## config.mk

```make
export PLATFORM = sky130hd
export DESIGN_NAME = dif_input_logic
export DESIGN_NICKNAME = d
export VERILOG_FILES = /design/src/hdl/dif_pkg.sv /design/src/hdl/dif_input_logic.sv
export SDC_FILE = /design/constraint.sdc
export NUM_CORES = 1
export LEC_CHECK = 0
export BUFFER_PORTS_ARGS = -buffer_cell sky130_fd_sc_hd__buf_2
export CAP_MARGIN = 20
export CELL_PAD_IN_SITES_DETAIL_PLACEMENT = 2
export CELL_PAD_IN_SITES_GLOBAL_PLACEMENT = 2
export CORE_AREA = 2 2 238 193
export CTS_CLUSTER_DIAMETER = 50
export CTS_CLUSTER_SIZE = 12
export DETAILED_ROUTE_END_ITERATION = 8
export DIE_AREA = 0 0 240 195
export PLACE_DENSITY_LB_ADDON = 0.1
export SYNTH_ARGS = -nofsm -noshare
export SYNTH_HDL_FRONTEND = slang
export SYNTH_SLANG_ARGS = --single-unit
```

## constraint.sdc

```tcl
create_clock -name ref_clk -period 8.6 [get_ports ref_clk]
set_input_delay 1.72 -clock ref_clk [delete_from_list [all_inputs] [get_ports ref_clk]]
set_output_delay 1.72 -clock ref_clk [all_outputs]
set_load 0.03 [all_outputs]
```

## src/hdl/dif_pkg.sv

```systemverilog
// Constants shared by the drive input function logic.
// Assumes a single 125 MHz system clock domain.
package dif_pkg;
    localparam int NUM_TERMS = 7;
    localparam int FUNC_W    = 5;
    // Function codes assignable to a terminal.
    localparam logic [4:0] FN_NONE       = 5'h00;
    localparam logic [4:0] FN_MANUAL     = 5'h0A;
    localparam logic [4:0] FN_ALT_MOTOR  = 5'h0B;
    localparam logic [4:0] FN_XCEL_L     = 5'h0C;
    localparam logic [4:0] FN_XCEL_H     = 5'h0D;
    localparam logic [4:0] FN_RUN_LATCH  = 5'h0E;
    localparam logic [4:0] FN_EXT_TRIP   = 5'h0F;
    localparam logic [4:0] FN_BLOCK_POS  = 5'h10;
    localparam logic [4:0] FN_BLOCK_NEG  = 5'h11;
    localparam logic [4:0] FN_LOOP_INH   = 5'h12;
    localparam logic [4:0] FN_TIMER_IN   = 5'h13;
    localparam logic [4:0] FN_RAMP_BYP   = 5'h14;
    // Loop controller mode values.
    localparam logic [1:0] LOOP_DISABLE  = 2'h0;
    localparam logic [1:0] LOOP_ENABLE   = 2'h1;
    localparam logic [1:0] LOOP_TERMINAL = 2'h2;
    // Delay timer: settings in tenths of a second.
    localparam int DELAY_MIN_TENTHS = 1;
    localparam int DELAY_MAX_TENTHS = 36000;
    localparam int CLK_MHZ          = 125;
    localparam int TENTH_NS         = 100000000;
    localparam int TENTH_CYCLES     = TENTH_NS / 8;
    localparam int BLINK_TENTHS     = 2;
    // Register offsets (byte addresses).
    localparam logic [7:0] OFS_ASSIGN0  = 8'h00;
    localparam logic [7:0] OFS_ASSIGN1  = 8'h04;
    localparam logic [7:0] OFS_CONFIG   = 8'h08;
    localparam logic [7:0] OFS_PARAMS   = 8'h0C;
    localparam logic [7:0] OFS_DELAYS   = 8'h10;
    localparam logic [7:0] OFS_STATUS   = 8'h14;
    localparam logic [7:0] OFS_IRQ_STAT = 8'h18;
    localparam logic [7:0] OFS_IRQ_MASK = 8'h1C;
    localparam logic [7:0] OFS_DRIVE    = 8'h20;
    // Reset values.
    localparam logic [15:0] RST_DELAY   = 16'h000A;
    localparam logic [1:0]  RST_LOOP    = LOOP_DISABLE;
    // Interrupt status bits.
    localparam int IRQ_TRIP    = 0;
    localparam int IRQ_CONFL   = 1;
    localparam int IRQ_REFUSED = 2;
    localparam int IRQ_SWITCH  = 3;
    localparam int IRQ_W       = 4;
endpackage

```

## src/hdl/dif_input_logic.sv

```systemverilog
// Drive input terminal function decoding with an AHB-Lite register slave.
// Assumes terminals are asynchronous pins and motorStopped comes from the control core.
//
// Register access over AHB-Lite and the register offsets were decided locally.
`timescale 1ns/10ps
module dif_input_logic #(
    parameter int SPEED_W      = 16,
    parameter int TENTH_CYCLES = dif_pkg::TENTH_CYCLES
) (
    // Clock and reset
    input  wire logic                      ref_clk,
    input  wire logic                      rstn,
    // AHB-Lite slave
    input  wire logic                      hsel,
    input  wire logic [7:0]                haddr,
    input  wire logic [1:0]                htrans,
    input  wire logic                      hwrite,
    input  wire logic [2:0]                hsize,
    input  wire logic [31:0]               hwdata,
    input  wire logic                      hready,
    output logic      [31:0]               hrdata,
    output logic                           hreadyout,
    output logic                           hresp,
    // Terminals and run pins
    input  wire logic [6:0]                termIn,
    input  wire logic                      fwdRunPin,
    input  wire logic                      revRunPin,
    input  wire logic                      stopPin,
    // Control core
    input  wire logic                      motorStopped,
    input  wire logic                      keypadWrite,
    input  wire logic [31:0]               keypadData,
    input  wire logic signed [SPEED_W-1:0] speedCmdIn,
    input  wire logic                      loopOutIn,
    input  wire logic                      faultReset,
    // Outputs to core, keypad and terminals
    output logic signed [SPEED_W-1:0]      speedCmdOut,
    output logic                           fwdRunCmd,
    output logic                           revRunCmd,
    output logic                           manualActive,
    output logic                           altMotorActive,
    output logic [2:0]                     rampSel,
    output logic                           gateEnable,
    output logic                           tripLatched,
    output logic                           stopLedBlink,
    output logic                           loopEnable,
    output logic                           timerOut,
    output logic [31:0]                    activeParams,
    output logic                           irq
);
    import dif_pkg::*;

    // Two-flop synchronizers; the first stage is read only by the second.
    logic [9:0] syncA;
    logic [9:0] syncB;
    always_ff @(posedge ref_clk) begin
        syncA <= {stopPin, revRunPin, fwdRunPin, termIn};
        syncB <= syncA;
    end
    wire [6:0] term = syncB[6:0];
    wire fwdPin = syncB[7];
    wire revPin = syncB[8];
    wire stopP  = syncB[9];

    // Registers.
    logic [FUNC_W-1:0] assignFn [NUM_TERMS];
    logic [1:0]        loopMode;
    logic              runLatchEn;
    logic [31:0]       storedParams;
    logic [31:0]       keypadParams;
    logic [15:0]       riseDelay;
    logic [15:0]       fallDelay;
    logic [IRQ_W-1:0]  irqStat;
    logic [IRQ_W-1:0]  irqMask;

    // Duplicate detection: a later terminal holding an earlier one's code is unused.
    logic [6:0] fnValid;
    wire  [NUM_TERMS*FUNC_W-1:0] assignFlat;
    genvar gi;
    generate
        for (gi = 0; gi < NUM_TERMS; gi++) begin : g_dup
            logic dup;
            always_comb begin
                dup = 1'b0;
                for (int j = 0; j < gi; j++) begin
                    if (assignFn[j] == assignFn[gi]) begin
                        dup = 1'b1;
                    end
                end
            end
            assign fnValid[gi] = (assignFn[gi] != FN_NONE) && !dup;
            assign assignFlat[gi*FUNC_W +: FUNC_W] = assignFn[gi];
        end
    endgenerate

    // Everything the lookup reads is an argument, so the wires below follow every
    // change of the map or the terminals; a function reading module signals would not.
    function automatic logic fnHit(input logic [FUNC_W-1:0]           code,
                                   input logic [NUM_TERMS*FUNC_W-1:0] fns,
                                   input logic [NUM_TERMS-1:0]        qual);
        logic hit;
        hit = 1'b0;
        for (int k = 0; k < NUM_TERMS; k++) begin
            if (qual[k] && fns[k*FUNC_W +: FUNC_W] == code) begin
                hit = 1'b1;
            end
        end
        return hit;
    endfunction

    wire [NUM_TERMS-1:0] termOn = fnValid & term;
    wire manualTerm = fnHit(FN_MANUAL, assignFlat, termOn);
    wire altTerm    = fnHit(FN_ALT_MOTOR, assignFlat, termOn);
    wire altDefined = fnHit(FN_ALT_MOTOR, assignFlat, fnValid);
    wire xcelL      = fnHit(FN_XCEL_L, assignFlat, termOn);
    wire xcelH      = fnHit(FN_XCEL_H, assignFlat, termOn);
    wire latchDef   = fnHit(FN_RUN_LATCH, assignFlat, fnValid) && runLatchEn;
    wire tripDef    = fnHit(FN_EXT_TRIP, assignFlat, fnValid);
    wire tripTerm   = fnHit(FN_EXT_TRIP, assignFlat, termOn);
    wire blockPos   = fnHit(FN_BLOCK_POS, assignFlat, termOn);
    wire blockNeg   = fnHit(FN_BLOCK_NEG, assignFlat, termOn);
    wire loopInh    = fnHit(FN_LOOP_INH, assignFlat, termOn);
    wire loopInhDef = fnHit(FN_LOOP_INH, assignFlat, fnValid);
    wire timerIn    = fnHit(FN_TIMER_IN, assignFlat, termOn);
    wire rampBypass = fnHit(FN_RAMP_BYP, assignFlat, termOn);

    // AHB-Lite address phase capture; zero wait states.
    logic       dpWrite;
    logic       dpRead;
    logic [7:0] dpAddr;
    wire addrPhase = hsel && hready && htrans[1];
    always_ff @(posedge ref_clk) begin
        if (!rstn) begin
            dpWrite <= 1'b0;
            dpRead  <= 1'b0;
            dpAddr  <= 8'h00;
        end else begin
            dpWrite <= addrPhase && hwrite;
            dpRead  <= addrPhase && !hwrite;
            dpAddr  <= haddr;
        end
    end
    assign hreadyout = 1'b1;
    assign hresp     = 1'b0;

    wire running    = !motorStopped;
    wire wrAssign0  = dpWrite && dpAddr == OFS_ASSIGN0;
    wire wrAssign1  = dpWrite && dpAddr == OFS_ASSIGN1;
    wire wrConfig   = dpWrite && dpAddr == OFS_CONFIG;
    wire wrParams   = dpWrite && dpAddr == OFS_PARAMS;
    wire wrDelays   = dpWrite && dpAddr == OFS_DELAYS;
    wire wrIrqStat  = dpWrite && dpAddr == OFS_IRQ_STAT;
    wire wrIrqMask  = dpWrite && dpAddr == OFS_IRQ_MASK;
    wire assignLock = running;
    // Params word: [3:0] run source, [7:4] speed ref source, [11:8] control mode,
    // [15:12] torque limit source, upper bits free.
    wire [31:0] paramMask = altDefined ? 32'h0000_0F00 : 32'h0000_0000;
    wire paramRefused = wrParams && manualActive;
    wire assignRefused = (wrAssign0 || wrAssign1) && assignLock;

    always_ff @(posedge ref_clk) begin
        if (!rstn) begin
            for (int k = 0; k < NUM_TERMS; k++) begin
                assignFn[k] <= FN_NONE;
            end
            loopMode     <= RST_LOOP;
            runLatchEn   <= 1'b0;
            storedParams <= 32'h0000_0000;
            riseDelay    <= RST_DELAY;
            fallDelay    <= RST_DELAY;
            irqMask      <= 4'h0;
        end else begin
            if (wrAssign0 && !assignLock) begin
                for (int k = 0; k < 4; k++) begin
                    assignFn[k] <= hwdata[8*k +: FUNC_W];
                end
            end
            if (wrAssign1 && !assignLock) begin
                for (int k = 4; k < NUM_TERMS; k++) begin
                    assignFn[k] <= hwdata[8*(k-4) +: FUNC_W];
                end
            end
            if (wrConfig) begin
                loopMode   <= (hwdata[1:0] == 2'h3) ? LOOP_TERMINAL : hwdata[1:0];
                runLatchEn <= hwdata[4];
            end
            if (wrParams && !manualActive) begin
                storedParams <= hwdata;
            end else if (wrParams) begin
                storedParams <= (storedParams & ~paramMask) | (hwdata & paramMask);
            end
            if (wrDelays) begin
                riseDelay <= (hwdata[15:0] < 16'h0001) ? 16'h0001 : hwdata[15:0];
                fallDelay <= (hwdata[31:16] < 16'h0001) ? 16'h0001 : hwdata[31:16];
            end
            if (wrIrqMask) begin
                irqMask <= hwdata[IRQ_W-1:0];
            end
        end
    end

    // Manual override: armed on a rising terminal while stopped, keypad copy is scratch.
    logic manualTermQ;
    always_ff @(posedge ref_clk) begin
        if (!rstn) begin
            manualTermQ  <= 1'b0;
            manualActive <= 1'b0;
            keypadParams <= 32'h0000_0000;
        end else begin
            manualTermQ <= manualTerm;
            if (!manualTerm) begin
                manualActive <= 1'b0;
            end else if (manualTerm && !manualTermQ && motorStopped) begin
                manualActive <= 1'b1;
            end
            if (!manualActive) begin
                keypadParams <= storedParams;
            end else if (keypadWrite) begin
                keypadParams <= keypadData;
            end
        end
    end
    assign activeParams = manualActive ? keypadParams : storedParams;

    // Alternate motor set switches only at standstill.
    logic altPending;
    always_ff @(posedge ref_clk) begin
        if (!rstn) begin
            altMotorActive <= 1'b0;
        end else if (motorStopped) begin
            altMotorActive <= altTerm;
        end
    end
    assign altPending = altTerm != altMotorActive;

    // Ramp selection: 3'h4 means shortest ramp, otherwise pair index 0..3.
    wire [2:0] next_rampSel = rampBypass ? 3'h4 : {1'b0, xcelH, xcelL};

    // Run latching and external trip.
    always_ff @(posedge ref_clk) begin
        if (!rstn) begin
            fwdRunCmd   <= 1'b0;
            revRunCmd   <= 1'b0;
            tripLatched <= 1'b0;
            rampSel     <= 3'h0;
        end else begin
            rampSel <= next_rampSel;
            if (latchDef) begin
                if (stopP || tripLatched) begin
                    fwdRunCmd <= 1'b0;
                    revRunCmd <= 1'b0;
                end else if (fwdPin) begin
                    fwdRunCmd <= 1'b1;
                    revRunCmd <= 1'b0;
                end else if (revPin) begin
                    revRunCmd <= 1'b1;
                    fwdRunCmd <= 1'b0;
                end
            end else begin
                fwdRunCmd <= fwdPin && !tripLatched;
                revRunCmd <= revPin && !tripLatched;
            end
            if (tripDef && !tripTerm) begin
                tripLatched <= 1'b1;
            end else if (faultReset) begin
                tripLatched <= 1'b0;
            end
        end
    end
    assign gateEnable = !tripLatched;

    // Stop indicator toggles every BLINK_TENTHS tenths while tripped, about 2.5 Hz.
    // It shares the tenth-second base so a short TENTH_CYCLES speeds it up as well.
    logic [31:0] blinkCnt;
    logic [7:0]  blinkTenths;
    wire blinkTick = blinkCnt == 32'(TENTH_CYCLES - 1);
    always_ff @(posedge ref_clk) begin
        if (!rstn || !tripLatched) begin
            blinkCnt     <= 32'h0;
            blinkTenths  <= 8'h0;
            stopLedBlink <= 1'b0;
        end else begin
            blinkCnt <= blinkTick ? 32'h0 : blinkCnt + 32'h1;
            if (blinkTick) begin
                if (blinkTenths == 8'(BLINK_TENTHS - 1)) begin
                    blinkTenths  <= 8'h0;
                    stopLedBlink <= !stopLedBlink;
                end else begin
                    blinkTenths <= blinkTenths + 8'h1;
                end
            end
        end
    end

    // Speed clamp and loop enable.
    wire runCmd = fwdRunCmd || revRunCmd;
    wire loopOk = (loopMode == LOOP_ENABLE) ||
                  (loopMode == LOOP_TERMINAL && loopInhDef && !loopInh);
    always_ff @(posedge ref_clk) begin
        if (!rstn) begin
            speedCmdOut <= '0;
            loopEnable  <= 1'b0;
        end else begin
            if ((blockPos && speedCmdIn > 0) || (blockNeg && speedCmdIn < 0)) begin
                speedCmdOut <= '0;
            end else begin
                speedCmdOut <= speedCmdIn;
            end
            loopEnable <= runCmd && loopOk && loopOutIn;
        end
    end

    // On/off delay timer, counted in tenths of a second.
    logic [31:0] tickCnt;
    logic [15:0] tenths;
    wire tick = tickCnt == 32'(TENTH_CYCLES - 1);
    always_ff @(posedge ref_clk) begin
        if (!rstn) begin
            tickCnt  <= 32'h0;
            tenths   <= 16'h0;
            timerOut <= 1'b0;
        end else if (timerIn == timerOut) begin
            tickCnt <= 32'h0;
            tenths  <= 16'h0;
        end else begin
            tickCnt <= tick ? 32'h0 : tickCnt + 32'h1;
            if (tick) begin
                if (tenths + 16'h1 >= (timerIn ? riseDelay : fallDelay)) begin
                    timerOut <= timerIn;
                    tenths   <= 16'h0;
                end else begin
                    tenths <= tenths + 16'h1;
                end
            end
        end
    end

    // Interrupt events; set wins over a write-one clear.
    logic tripQ;
    logic altQ;
    wire [IRQ_W-1:0] irqEvent = {altMotorActive != altQ, paramRefused || assignRefused,
                                 wrAssign0 || wrAssign1, tripLatched && !tripQ};
    always_ff @(posedge ref_clk) begin
        if (!rstn) begin
            irqStat <= 4'h0;
            tripQ   <= 1'b0;
            altQ    <= 1'b0;
        end else begin
            tripQ   <= tripLatched;
            altQ    <= altMotorActive;
            irqStat <= (irqStat & ~(wrIrqStat ? hwdata[IRQ_W-1:0] : 4'h0)) | irqEvent;
        end
    end
    assign irq = |(irqStat & irqMask);

    // Read mux.
    logic [31:0] rdAssign0;
    logic [31:0] rdAssign1;
    logic [31:0] rdStatus;
    always_comb begin
        rdAssign0 = 32'h0;
        rdAssign1 = 32'h0;
        for (int k = 0; k < 4; k++) begin
            rdAssign0[8*k +: FUNC_W] = fnValid[k] ? assignFn[k] : FN_NONE;
        end
        for (int k = 4; k < NUM_TERMS; k++) begin
            rdAssign1[8*(k-4) +: FUNC_W] = fnValid[k] ? assignFn[k] : FN_NONE;
        end
        rdStatus = {16'h0, 1'b0, term, altPending, loopEnable, timerOut, tripLatched,
                    rampSel[2], altMotorActive, manualActive, motorStopped};
    end
    always_ff @(posedge ref_clk) begin
        if (!rstn) begin
            hrdata <= 32'h0;
        end else if (addrPhase && !hwrite) begin
            case (haddr)
                OFS_ASSIGN0:  hrdata <= rdAssign0;
                OFS_ASSIGN1:  hrdata <= rdAssign1;
                OFS_CONFIG:   hrdata <= {27'h0, runLatchEn, 2'h0, loopMode};
                OFS_PARAMS:   hrdata <= storedParams;
                OFS_DELAYS:   hrdata <= {fallDelay, riseDelay};
                OFS_STATUS:   hrdata <= rdStatus;
                OFS_IRQ_STAT: hrdata <= {28'h0, irqStat};
                OFS_IRQ_MASK: hrdata <= {28'h0, irqMask};
                OFS_DRIVE:    hrdata <= activeParams;
                default:      hrdata <= 32'h0;
            endcase
        end
    end

    a_alt_deferred: assert property (@(posedge ref_clk) disable iff (!rstn)
        !motorStopped |=> $stable(altMotorActive)) else $error("alt set switched running");
    a_trip_latch: assert property (@(posedge ref_clk) disable iff (!rstn)
        (tripDef && !tripTerm) |=> tripLatched) else $error("trip not latched");
    a_pos_block: assert property (@(posedge ref_clk) disable iff (!rstn)
        (blockPos && speedCmdIn > 0) |=> speedCmdOut == 0) else $error("positive passed");
    a_neg_block: assert property (@(posedge ref_clk) disable iff (!rstn)
        (blockNeg && speedCmdIn < 0) |=> speedCmdOut == 0) else $error("negative passed");
    a_loop_run: assert property (@(posedge ref_clk) disable iff (!rstn)
        loopEnable |-> $past(runCmd)) else $error("loop enabled without run");
    a_loop_mode: assert property (@(posedge ref_clk) disable iff (!rstn)
        loopMode == LOOP_DISABLE |=> !loopEnable) else $error("loop on in disable");
    a_ramp_bypass: assert property (@(posedge ref_clk) disable iff (!rstn)
        rampBypass |=> rampSel == 3'h4) else $error("bypass ignored");
    a_manual_arm: assert property (@(posedge ref_clk) disable iff (!rstn)
        $rose(manualActive) |-> $past(motorStopped)) else $error("override armed running");
    a_param_lock: assert property (@(posedge ref_clk) disable iff (!rstn)
        (paramRefused && !altDefined) |=> $stable(storedParams)) else $error("write taken");
endmodule

```

; ---- After elaboration in Yosys (flattened, before gate mapping)
; Memories as Yosys holds them, arrays and structs flattened.
; Index checks and enable logic that the tools add are counted.
[word_totals]
rom_bits = 0
elab_cells = 523
output_inout_bits = 95
ram_bits = 35
mem_count = 1
latch_bits = 0
in_bits = 112
ff_bits = 286
[op_classes]
n_mux = 165
mul = 0
n_reduce_logical = 176
bitwise_logic = 18
n_div = 0
n_eq_ne = 123
shift = 0
order_cmp = 5
addsub = 4
[memory_table]
columns = name, words, word_bits, read_ports, rd_clocked_by_memory_dff, wr, line
row1 = assignFn, 7, 5, 7, 0, 7, dif_input_logic.sv:66  ; logic [FUNC_W-1:0] assignFn [NUM_TERMS];
[op_table]
columns = operator, n
row1 = one-hot mux 32 bit (9 select lines), 1
row2 = == test 5 x 4 -> 1 bit (second input constant), 42
row3 = == test 5 bit (second input constant), 35
row4 = two-way mux 32 bit, 5
row5 = two-way mux 1 bit, 136
row6 = logical AND 1 bit, 133
row7 = == test 5 bit, 21
row8 = two-way mux 5 bit, 14
row9 = adder 32 x 1 -> 32 bit (second input constant), 2
row10 = == test 32 x 24 -> 1 bit (second input constant), 2
row11 = two-way mux 16 bit, 4
row12 = == test 8 x 5 -> 1 bit (second input constant), 7
row13 = < comparator 16 x 1 -> 1 bit (second input constant), 3
row14 = nonzero test 5 bit, 7
row15 = AND 32 x 12 -> 32 bit, 1
row16 = AND 32 bit, 1
row17 = == test 8 x 4 -> 1 bit (second input constant), 4
row18 = inverter 12 -> 32 bit, 1
row19 = OR 32 bit, 1
row20 = adder 16 x 1 -> 16 bit (second input constant), 1
row21 = == test 8 x 3 -> 1 bit (second input constant), 2
row22 = >= comparator 16 bit, 1
row23 = greater-than comparator 16 x 1 -> 1 bit (second input constant), 1
row24 = logical NOT 1 bit, 16
row25 = 28 further kinds, 50

; ---- Longest topological paths before layout
; An unclocked memory read counts as a cell.
[depth]
ltp_word = 24
depth_mapped = 20

; ---- Worst setup path before layout
; Ideal clock, no wire load.
[synth_timing]
path_kind = register to register
start = mem assignFn[0][0]
end = reg tenths[10]
arrival_time_ns = 4.615
stages_incl_launch_ff = 19
n_path_buf = 2
setup_slack_ns = 3.907
setup_ns = 0.078
required_time_ns = 8.522
synth_period_minus_slack_ns = 4.693
cell_sequence = edfxtp_1 buf_6 xnor2_1 nand3_1 o22ai_4 o21ai_1 or4b_4 or2_1 buf_4 mux2_2 ha_1 nand2b_1 a21o_1 a211o_1 a21o_1 a221oi_1 and2_1 nand4_1 o22ai_1
[synth_rtl]
columns = element, line
row1 = start: declaration, dif_input_logic.sv:66
row2 = end signal: assignment, dif_input_logic.sv:332  ; tenths <= tenths + 16'h1;
row3 = end: declaration, dif_input_logic.sv:315  ; logic [15:0] tenths;

==> flow_summary_export.csv <==
group,metric,value,unit
setup_path,start_kind,"register",
setup_path,critical_path_class,"register to register",
power,powerDensity,187,nW/um^2
setup_path,crit_chain,"xor2_1 > nor3_1 > nand3_1 > nand3_1 > nor4_1 > or2_1 > mux2_2 > ha_1 > nand2b_1 > a21o_1 > a211o_1 > a21o_1 > a221oi_1 > buf_4 > and2_1 > nand4_1 > o22ai_1",
placed_design,portBuffers,200,
sta,setup-tns-final,0,ns
cells_and_area,synthToLayoutAreaGrowth,16.1,%
sta,slew_violations,0,
cells_and_area,multi_input_area,9130,um^2
global_routing,grt_pass1_vias,16600,
cts,ctsResizeCount,0,
floorplan,fp.dieH,195,um
sta,final_hold_viol_count,0,
global_routing,antenna_found_initial,4,
synthesis,synth_most_common_cell,"dfxtp_1",
synthesis,synth-seq-cells,321,
cells_and_area,fin_nets,2208,
worst_hold_path,min-delay-path-class,"register to register",
synthesis,netlist_top_cells_count,"dfxtp_1, nand2_1, nor2_1",
setup_path,path_delay_family,"simple AND/OR/NAND/NOR gates",
cts,holdBufCountCts,0,
floorplan,coreArea,44200,um^2
synthesis,synth_area_leader_cell,"dfxtp_1",
global_routing,grt_max_degree,88,
run_status,status,"finished, final reports clean",
synthesis,synth_top_area_share,34.2,%
setup_path,crit_buf_inv,1,
cts,clockRootBuffer,"clkbuf_16",
routing,drt.antenna.violating_nets,0,
synthesis,synth_warnings,0,
synthesis,syn_nets,2080,
floorplan,die_w,240,um
routing,dr.pass1.iters,7,
cts,htreeDepth,2,
global_routing,grt_pass1_wl,104000,um
sta,timing.fmax,0.151,GHz
global_routing,use_met1,41.9,%
sta,min_period_over_period,77.2,%
synthesis,synth_flop_cell,"dfxtp_1",
synthesis,ys_types,79,
routing,wl_per_cell,25.3,um
cells_and_area,layout-drive-gt1-share,16.8,%
synthesis,syn_area,16700,um^2
synthesis,synthTopCellsByArea,"dfxtp_1, edfxtp_1, xnor2_1",
cells_and_area,area.sequential,6780,um^2
setup_path,cp.arrival,7.11,ns
synthesis,synth-edff-count,35,
power,leakagePower,7.09,nW
power,vdd_drop_max,123,uV
routing,drtIter0Drc,1296,
synthesis,async_flop_share,0,%
setup_path,max_stage_delay,1.01,ns
sta,final.setup_skew,0.0251,ns
routing,vias,15800,
placed_design,place_congestion,0.919,
cts,clk_pin_slew,0.07,ns
global_routing,globalRoute.totalOverflow,0,
placed_design,dp_hpwl,48900,um
power,finalPower,3.63,mW
floorplan,rows,69,
sta,finalSetupViolCount,0,
cts,cts_tree,"yes",
setup_path,cp_max_fo,17,
global_routing,grt_use_met3,4.31,%
synthesis,synth_area_per_cell,8.59,um^2
global_routing,top_usage_layer,"met2",
cts,cts.path.max_buffers,3,
cts,cts_sinks,321,
cells_and_area,num-fill-cells,4899,
cells_and_area,utilization,43.9,%
setup_path,cp-end-kind,"register",
sta,rsz0062_at_grt,"false",
sta,relSlewSlack,27.3,%
cts,numCtsBuffers,41,
global_routing,track_usage,29.0,%
floorplan,num_io_pins,207,
synthesis,synthesis.instances,1947,
floorplan,die-area,46800,um^2
sta,worst_slew_pin_slew,1.09,ns
setup_path,required,9.07,ns
setup_path,crit_slowest_cell,"edfxtp_1",
cts,cts_setup_buffers,0,
synthesis,ys_seq_area_share,40.5,%
job,maxCapViolations,0,
routing,totalWireLength,68600,um
floorplan,initial_core_util,37.8,%
cts,clk_latency,0.59,ns
global_routing,use_met2,44.7,%
routing,vias_per_cell,5.83,
sta,period_minus_slack,6.64,ns
routing,drc_errors,0,
path summary, 6_finish.rpt:
path	start	endpoint	slack (ns)	cells past startpoint
max	assignFn[6][2]	tenths[4]	1.96	17
min	syncA[1]	syncB[1]	0.33	0
max reg2reg	assignFn[6][2]	tenths[4]	1.96	17
min reg2reg	syncA[1]	syncB[1]	0.33	0
power by group:
part | switching [mW] | internal [mW]
Sequential | 0.0507 | 1.54
Clock | 0.742 | 1.06
Combinational | 0.155 | 0.0853
worst reg2reg max path: cells and delay by family, from the launching register on:
kind	cells	cell delay, ns
mux	1	0.43
fa+ha+maj	1	0.27
xor+xnor	1	0.23
flops	1	1.01
simple gates	8	3.14
buf+inv	1	0.21
compound gates	5	1.25
registers in the layout, indices dropped and copies added (netlist names), 2 cells and up, named ones only:
name / flops
assignFn: 35
blinkCnt: 32
hrdata: 32
keypadParams: 32
tickCnt: 32
storedParams: 28
fallDelay: 16
riseDelay: 16
speedCmdOut: 16
tenths: 16
syncA: 10
syncB: 10
blinkTenths: 8
dpAddr: 8
irqMask: 4
irqStat: 4
rampSel: 3
loopMode: 2
cell families after synthesis:
kind of cell	Yosys count	share of synthesized area, %
compound gates	315	13.2
xor+xnor	184	9.63
fa+ha+maj	21	1.57
buf+inv	183	5.02
flops	321	40.5
mux	94	5.87
other cells	2	0.0449
simple gates	827	24.2
layout make-up:
| class | count | area share, % |
|---|---|---|
| inverters | 45 | 0.882 |
| repair buffers | 223 | 6.18 |
| well taps | 603 | 3.88 |
| diodes | 2 | 0.0258 |
| flip-flops and latches | 321 | 34.9 |
| multi-input cells | 1443 | 47.0 |
| clock buffers | 51 | 5.74 |
| clock inverters | 22 | 1.40 |
routing by layer:
layer / wire length (um) / vias to the layer above / part of all wire, %
met5: 26 / - / 0.038
met3: 4750 / 103 / 6.9
met4: 1680 / 4 / 2.5
met2: 30200 / 569 / 44
li1: - / 7159 / -
met1: 32000 / 7977 / 47
cells in the final DEF (no fill, tap or decap), drive strengths merged, types with 7 or more instances in the layout:
master	Yosys	layout
dfxtp	286	286
nand2	238	238
buf	59	222
nor2	196	196
xnor2	109	109
a21oi	100	100
nand3	96	96
xor2	75	75
mux2i	61	61
inv	45	52
clkbuf	79	52
nor3	49	49
and2	44	44
nor4	41	41
a211oi	40	40
edfxtp	35	35
and3	33	33
mux2	33	33
nand4	32	32
nor2b	31	31
a222oi	30	30
o21ai	28	28
ha	21	21
a22oi	15	15
a21o	13	13
o22ai	13	13
o211ai	11	11
a31oi	10	10
nor3b	10	10
nand2b	9	9
a221oi	8	8
or3	8	8
o2111ai	7	7
clkinv	0	7
metrics by stage:
stage | std cells | hold WS, ns | setup slack [ns] | instance area (um^2)
3_5_place_dp | 2632 | 0.314 | 2.10 | 18000
6_report | 2710 | 0.327 | 1.96 | 19400
5_1_grt | 2709 | 0.333 | 1.69 | 19400
4_1_cts | 2705 | 0.329 | 2.05 | 19400
3_3_place_gp | 2632 | 0.312 | 2.32 | 18000
2_1_floorplan | 1947 | 0.310 | 3.91 | 16700
Note: power is estimated with default switching activity, not from simulation.
